[config.mk]
export PLATFORM = sky130hd
export DESIGN_NAME = dmsd_decoder
export DESIGN_NICKNAME = d
export VERILOG_FILES = /design/src/dmsd_pkg.sv /design/src/dmsd_ram.sv /design/src/dmsd_decoder.sv
export VERILOG_INCLUDE_DIRS = /design/src
export SDC_FILE = /design/constraint.sdc
export NUM_CORES = 2
export LEC_CHECK = 0
export BUFFER_PORTS_ARGS = -buffer_cell sky130_fd_sc_hd__buf_2
export CORE_AREA = 2 2 455 321
export DETAILED_ROUTE_END_ITERATION = 12
export DIE_AREA = 0 0 457 323
export GPL_TIMING_DRIVEN = 0
export MAX_ROUTING_LAYER = met4
export PLACE_DENSITY = 0.75
export SLEW_MARGIN = 20
export SYNTH_ARGS = -nofsm -noshare
export SYNTH_HDL_FRONTEND = slang
export SYNTH_SLANG_ARGS = --single-unit
[constraint.sdc]
create_clock -name clock -period 2.9 [get_ports clock]
set_input_delay 0.29 -clock clock [delete_from_list [all_inputs] [get_ports clock]]
set_output_delay 0.29 -clock clock [all_outputs]
set_load 0.02 [all_outputs]
[src/dmsd_params.svh]
`ifndef DMSD_PARAMS_SVH
`define DMSD_PARAMS_SVH
// ==========================================
// Address space sizes
`define DMSD_CODE_SPACE_BYTES 65536
`define DMSD_CODE_ONCHIP_BYTES 4096
`define DMSD_VECTOR_LIMIT 16'h003B
`define DMSD_LOWER_RAM_TOP 8'h7F
`define DMSD_UPPER_RAM_BASE 8'h80
`define DMSD_BANK_AREA_TOP 8'h1F
// ==========================================
// Status register field positions
`define DMSD_BANK_SEL_LOW_POS 3
`define DMSD_BANK_SEL_HIGH_POS 4
// ==========================================
// Reset values
`define DMSD_RAM_RESET 8'h00
`endif

[src/dmsd_pkg.sv]
package dmsd_pkg;
	typedef enum logic [2:0] {
		DMSD_MODE_DIRECT = 3'h1,
		DMSD_MODE_INDIRECT = 3'h2,
		DMSD_MODE_REGISTER = 3'h4
	} dmsd_mode_e;
	typedef enum logic [2:0] {
		DMSD_TGT_NONE = 3'h1,
		DMSD_TGT_RAM = 3'h2,
		DMSD_TGT_SPECIAL = 3'h4
	} dmsd_tgt_e;
	typedef struct packed {
		logic valid;
		logic write;
		dmsd_mode_e mode;
		logic [7:0] addr;
		logic [7:0] wdata;
	} dmsd_data_req_s;
	typedef struct packed {
		logic valid;
		logic write;
		logic [7:0] addr;
		logic [7:0] wdata;
	} dmsd_special_req_s;
endpackage

[src/dmsd_ram.sv]
`timescale 1ns/1ps
module dmsd_ram #(
	parameter int WIDTH = 8,
	parameter int DEPTH = 256,
	parameter int AW = 8
) (
	input wire logic clock,
	input wire logic we,
	input wire logic [AW-1:0] addr,
	input wire logic [WIDTH-1:0] wdata,
	output logic [WIDTH-1:0] rdata
);
	logic [WIDTH-1:0] mem [DEPTH];
	// ==========================================
	// Synchronous array with registered read
	always_ff @(posedge clock) begin
		if (we) begin
			mem[addr] <= wdata;
		end
		rdata <= mem[addr];
	end
endmodule

[src/dmsd_decoder.sv]
// Behaviour
// - Code and data are separate spaces
// - Linear 64K code address range
// - Vectors sit in lowest 60 code bytes
// - Table loads reach whole on-chip code
// - Low 128 bytes: direct and indirect
// - Upper 128 RAM only by indirect
// - Direct upper addresses reach function registers
// - Low 32 bytes: four banks of eight
// - Status bits 3 and 4 pick bank
// - Register operand stays in active bank
// - No external data memory path
`timescale 1ns/1ps
`include "dmsd_params.svh"
module dmsd_decoder
	import dmsd_pkg::*;
#(
	parameter int CODE_AW = 16,
	parameter int ONCHIP_BYTES = `DMSD_CODE_ONCHIP_BYTES
) (
	input wire logic clock,
	input wire logic sys_rst,
	input wire logic fetch_valid,
	input wire logic [CODE_AW-1:0] fetch_addr,
	input wire logic code_constant_load,
	input wire logic [7:0] program_status_register,
	input wire dmsd_data_req_s data_req,
	input wire logic [7:0] special_function_register_rdata,
	output dmsd_special_req_s special_function_register_req,
	output logic code_onchip_sel,
	output logic code_vector_area,
	output logic [CODE_AW-1:0] code_mem_addr,
	output logic data_rvalid,
	output logic [7:0] data_rdata,
	output logic [2:0] data_target
);
	// ==========================================
	// Program space decode
	wire logic code_in_range;
	wire logic code_in_vectors;
	assign code_in_range = {16'h0000, fetch_addr} < 32'(ONCHIP_BYTES);
	assign code_in_vectors = fetch_addr <= CODE_AW'(`DMSD_VECTOR_LIMIT);
	always_ff @(posedge clock) begin
		if (sys_rst) begin
			code_onchip_sel <= 1'b0;
			code_vector_area <= 1'b0;
			code_mem_addr <= '0;
		end else begin
			code_onchip_sel <= fetch_valid & code_in_range;
			code_vector_area <= fetch_valid & ~code_constant_load & code_in_vectors;
			code_mem_addr <= fetch_addr;
		end
	end
	// ==========================================
	// Bank select and register address
	wire logic bank_select_low_bit;
	wire logic bank_select_high_bit;
	wire logic [7:0] reg_ram_addr;
	assign bank_select_low_bit = program_status_register[`DMSD_BANK_SEL_LOW_POS];
	assign bank_select_high_bit = program_status_register[`DMSD_BANK_SEL_HIGH_POS];
	assign reg_ram_addr = {3'h0, bank_select_high_bit, bank_select_low_bit,
		data_req.addr[2:0]};
	// ==========================================
	// Data space decode
	wire logic is_direct;
	wire logic is_indirect;
	wire logic is_register;
	wire logic upper_half;
	wire logic hit_special;
	wire logic hit_ram;
	wire logic [7:0] ram_addr;
	assign is_direct = data_req.mode == DMSD_MODE_DIRECT;
	assign is_indirect = data_req.mode == DMSD_MODE_INDIRECT;
	assign is_register = data_req.mode == DMSD_MODE_REGISTER;
	assign upper_half = data_req.addr >= `DMSD_UPPER_RAM_BASE;
	assign hit_special = data_req.valid & is_direct & upper_half;
	assign hit_ram = data_req.valid & (is_indirect | is_register
		| (is_direct & ~upper_half));
	assign ram_addr = is_register ? reg_ram_addr : data_req.addr;
	// ==========================================
	// Internal RAM
	logic [7:0] ram_rdata;
	dmsd_ram #(
		.WIDTH(8),
		.DEPTH(256),
		.AW(8)
	) u_ram (
		.clock(clock),
		.we(hit_ram & data_req.write),
		.addr(ram_addr),
		.wdata(data_req.wdata),
		.rdata(ram_rdata)
	);
	// ==========================================
	// Function register port, forwarded unchanged
	assign special_function_register_req.valid = hit_special;
	assign special_function_register_req.write = hit_special & data_req.write;
	assign special_function_register_req.addr = data_req.addr;
	assign special_function_register_req.wdata = data_req.wdata;
	// ==========================================
	// Read return, one cycle after request
	logic rd_ram_reg;
	logic rd_special_reg;
	logic rd_ram_next;
	logic rd_special_next;
	assign rd_ram_next = hit_ram & ~data_req.write;
	assign rd_special_next = hit_special & ~data_req.write;
	always_ff @(posedge clock) begin
		if (sys_rst) begin
			rd_ram_reg <= 1'b0;
			rd_special_reg <= 1'b0;
			data_target <= DMSD_TGT_NONE;
		end else begin
			rd_ram_reg <= rd_ram_next;
			rd_special_reg <= rd_special_next;
			data_target <= hit_special ? DMSD_TGT_SPECIAL
				: hit_ram ? DMSD_TGT_RAM : DMSD_TGT_NONE;
		end
	end
	assign data_rvalid = rd_ram_reg | rd_special_reg;
	assign data_rdata = rd_special_reg ? special_function_register_rdata
		: rd_ram_reg ? ram_rdata : `DMSD_RAM_RESET;
endmodule

==> flow_metrics.env <==
export IMPL_fmax_mhz=307
export IMPL_post_route_worst_setup_slack_ns=-0.352
export IMPL_arrival_ns=3.75
export IMPL_max_stage_delay_ns=0.77
export IMPL_vias_per_cell=7.48
export IMPL_crit_fanout=10
export IMPL_startpoint_type="primary input"
export IMPL_cts_sinks=2079
export IMPL_syn_cell_area_um2=79900
export IMPL_cts_tree="done"
export IMPL_synth_cells=3428
export IMPL_cts_buffers=182
export IMPL_yosys_most_used_dff="edfxtp_1"
export IMPL_min_to="u_ram.mem[84][5]"
export IMPL_synthArstFlopShare=0
export IMPL_sequentialPowerShare=0.527
export IMPL_whs_path_depth=1
export IMPL_r2r_setup_slack_ns=0.15
export IMPL_drcViolationCount=0
export IMPL_reg2reg_to="u_ram.rdata[7]"
export IMPL_intPower_uw=48100
export IMPL_placed_area_um2=84700
export IMPL_clk_path_buf_depth=3
export IMPL_yosys_warnings=0
export IMPL_overflow=0
export IMPL_pwr_density_cell_nw_per_um2=666
export IMPL_fin_setup_tns_ns=-20.92
export IMPL_top_regs="u_ram.mem x2048, code_mem_addr x16, u_ram.rdata x8"
export IMPL_boundaryPins=105
export IMPL_yosysSeqAreaShare=0.778
export IMPL_drt_pass1_iterations=8
export IMPL_cp_cell_sequence="buf_2 -> or3b_1 -> buf_2 -> clkbuf_2 -> o21ai_4 -> buf_2 -> nand2_1 -> clkbuf_1 -> nor2_1"
export IMPL_r2r_start="u_ram.mem[95][7]"
export IMPL_synth_commonest_cells="edfxtp_1 (2048), mux4_2 (638), nor2_1 (272), clkbuf_1 (137), a22oi_1 (50)"
export IMPL_clk_pin_slew_ns=0.06
export IMPL_rows=117
export IMPL_hold_worst_slack_ns=-0.0568
export IMPL_synth_top_area_cell="edfxtp_1"
export IMPL_avgSynthCellArea_um2=23.3
export IMPL_p_sw_frac=0.233
export IMPL_cellLeakagePower_uw=0.0291
export IMPL_hold_class="primary input to flop"
export IMPL_p_comb_frac=0.074
export IMPL_slowest_stage="nor2_1"
export IMPL_syn_nets=3485
export IMPL_dieWidth_um=457
export IMPL_clockRootBuffer="clkbuf_16"
export IMPL_finalCritPeriodShare=1.12
export IMPL_gp_congestion=1.05
export IMPL_drt_iter0_markers=9620
export IMPL_wl_mm=284
export IMPL_die_area_um2=148000
export IMPL_clk_latency_ns=0.88
export IMPL_power_share_clock=0.399
export IMPL_dp_hpwl_mm=179
export IMPL_port_buffers=94
export IMPL_rsz0062_at_grt="true"
export IMPL_largest_register_ffs=2048
export IMPL_start_util=0.554
export IMPL_grt_pass1_vias=41400
export IMPL_wl_per_cell_um=47.9
export IMPL_slew_headroom=0.151
export IMPL_ant_nets=0
export IMPL_die_y_um=323
export IMPL_clock_skew_final_ns=0.0321
export IMPL_fin_area_um2=94100
export IMPL_timing_final_hold_violations=8
export IMPL_worstMarginPinSlew_ns=1.27
export IMPL_ir_drop_v=0.000677
export IMPL_htreeDepth=4
export IMPL_path_class="primary input to flop"
export IMPL_synth_cell_type_count=42
export IMPL_min_from="data_req[5]"
export IMPL_ys_ff_latch=2079
export IMPL_core_um2=144000
export IMPL_status="finished with violations"
export IMPL_grt_pass1_wl_mm=373
export IMPL_crit_top_cell="buf_2"
export IMPL_endpoint_kind="flop"
export IMPL_synth_top_area_frac=0.770
export IMPL_slew_viol_final=0
export IMPL_nets=3905
export IMPL_setup_violations=342
export IMPL_reg2reg_depth=6
export IMPL_grt_usage=0.401
export IMPL_switching_power_uw=14600
export IMPL_area_growth_pct=17.8
export IMPL_drive_gt1_frac=0.398
export IMPL_worst_ep_required_time_ns=3.40
export IMPL_synth_most_common_cell="edfxtp_1"
export IMPL_period_needed_ns=3.25
export IMPL_synth_edf_count=2048
export IMPL_antenna_found_initial=20
export IMPL_top_register="u_ram.mem"
export IMPL_vias=44300
export IMPL_maxCapViolCount=0
export IMPL_synth_area_leaders="edfxtp_1 (77%), mux4_2 (18%), nor2_1 (1.3%)"
export IMPL_violations="negative hold slack, negative setup slack"
export IMPL_grt_max_degree=139
per-layer routing:
layer | GRT usage | vias to the layer above | share of wire
li1 | - | 15500 | -
met2 | 0.519 | 5148 | 0.42
met4 | 0.220 | 0 | 0.066
met1 | 0.500 | 22700 | 0.32
met3 | 0.221 | 947 | 0.20
met5 | - | - | 0
through the flow:
stage                     setup slack (ns)  instances  hold slack, ns   util  total power, µW
after CTS                           -0.216       5874         0.00453  0.646            62000
after global placement               -5.47       5426           0.493  0.575            37600
final                               -0.352       5921         -0.0568  0.653            62600
after detailed placement             -2.76       5493           0.496  0.588            37800
after floorplan                     -0.144       3428           0.362      -            35400
after global routing                -0.285       5916          0.0185  0.653            63500
critical path: cells and delay by family:
family / cells / cell delay (ns)
buffers and inverters: 5 / 1.54
AND/OR/NAND/NOR: 3 / 1.49
AO/OA/AOI/OAI: 1 / 0.40
cells in the final DEF (no fill, tap or decap), drive strengths merged, types with 28 or more instances in the layout:
| cell | n |
|---|---|
| edfxtp | 2048 |
| mux4 | 638 |
| clkbuf | 339 |
| buf | 303 |
| nor2 | 272 |
| clkinv | 74 |
| a22oi | 50 |
| nand2 | 42 |
| dfxtp | 31 |
| dlygate4sd3 | 28 |
kinds of logic (layout without fill, tap and decap cells):
logic type             Yosys count  count (layout)  share of synthesized area
and+or+nand+nor                390             390                     0.0204
buffers and inverters          217             786                     0.0123
AOI/OAI and AO/OA               97              97                    0.00866
other                            0              20                          0
DFF                           2079            2079                      0.778
muxes                          645             645                      0.181
worst max path at each step:
stage                   endpoint    startpoint  cells past startpoint  slack (ns)
6_report        u_ram.mem[12][1]  data_req[17]                      9       -0.35
5_1_grt          u_ram.mem[8][1]  data_req[17]                      9       -0.28
4_1_cts           u_ram.rdata[7]   data_req[8]                     11       -0.22
3_5_place_dp    u_ram.mem[86][1]   data_req[9]                      9       -2.76
3_3_place_gp    u_ram.mem[83][7]  data_req[10]                      8       -5.47
2_1_floorplan  u_ram.mem[144][0]  data_req[17]                     11       -0.14
cell type report:
class / count / area [µm²]
Fill cell: 8789 / 50000
Antenna cell: 20 / 50.0
Tap cell: 1904 / 2380
Timing Repair Buffer: 238 / 3380
Multi-Input combinational cell: 1132 / 18500
Clock inverter: 116 / 1230
Sequential cell: 2079 / 62100
Clock buffer: 217 / 4730
Buffer: 215 / 1710
power by group through the flow:
stage	Clock [µW]	Sequential (µW)	Combinational (µW)
detailed placement	0	33700	4110
finish	25000	33000	4610
global placement	0	33800	3800
floorplan	0	33700	1660
global route	25900	33000	4520
CTS	24700	33000	4270
what timing repair did:
action / 4_1_cts / 5_1_grt
hold buffers: 28 / 0
buffers inserted: 21 / 28
pin swaps: 12 / 27
endpoints found under the hold margin: 164 / 0
resized for setup: 509 / 183
setup endpoints to repair: 2056 / 1931
Power figures use the tool's default switching activity.
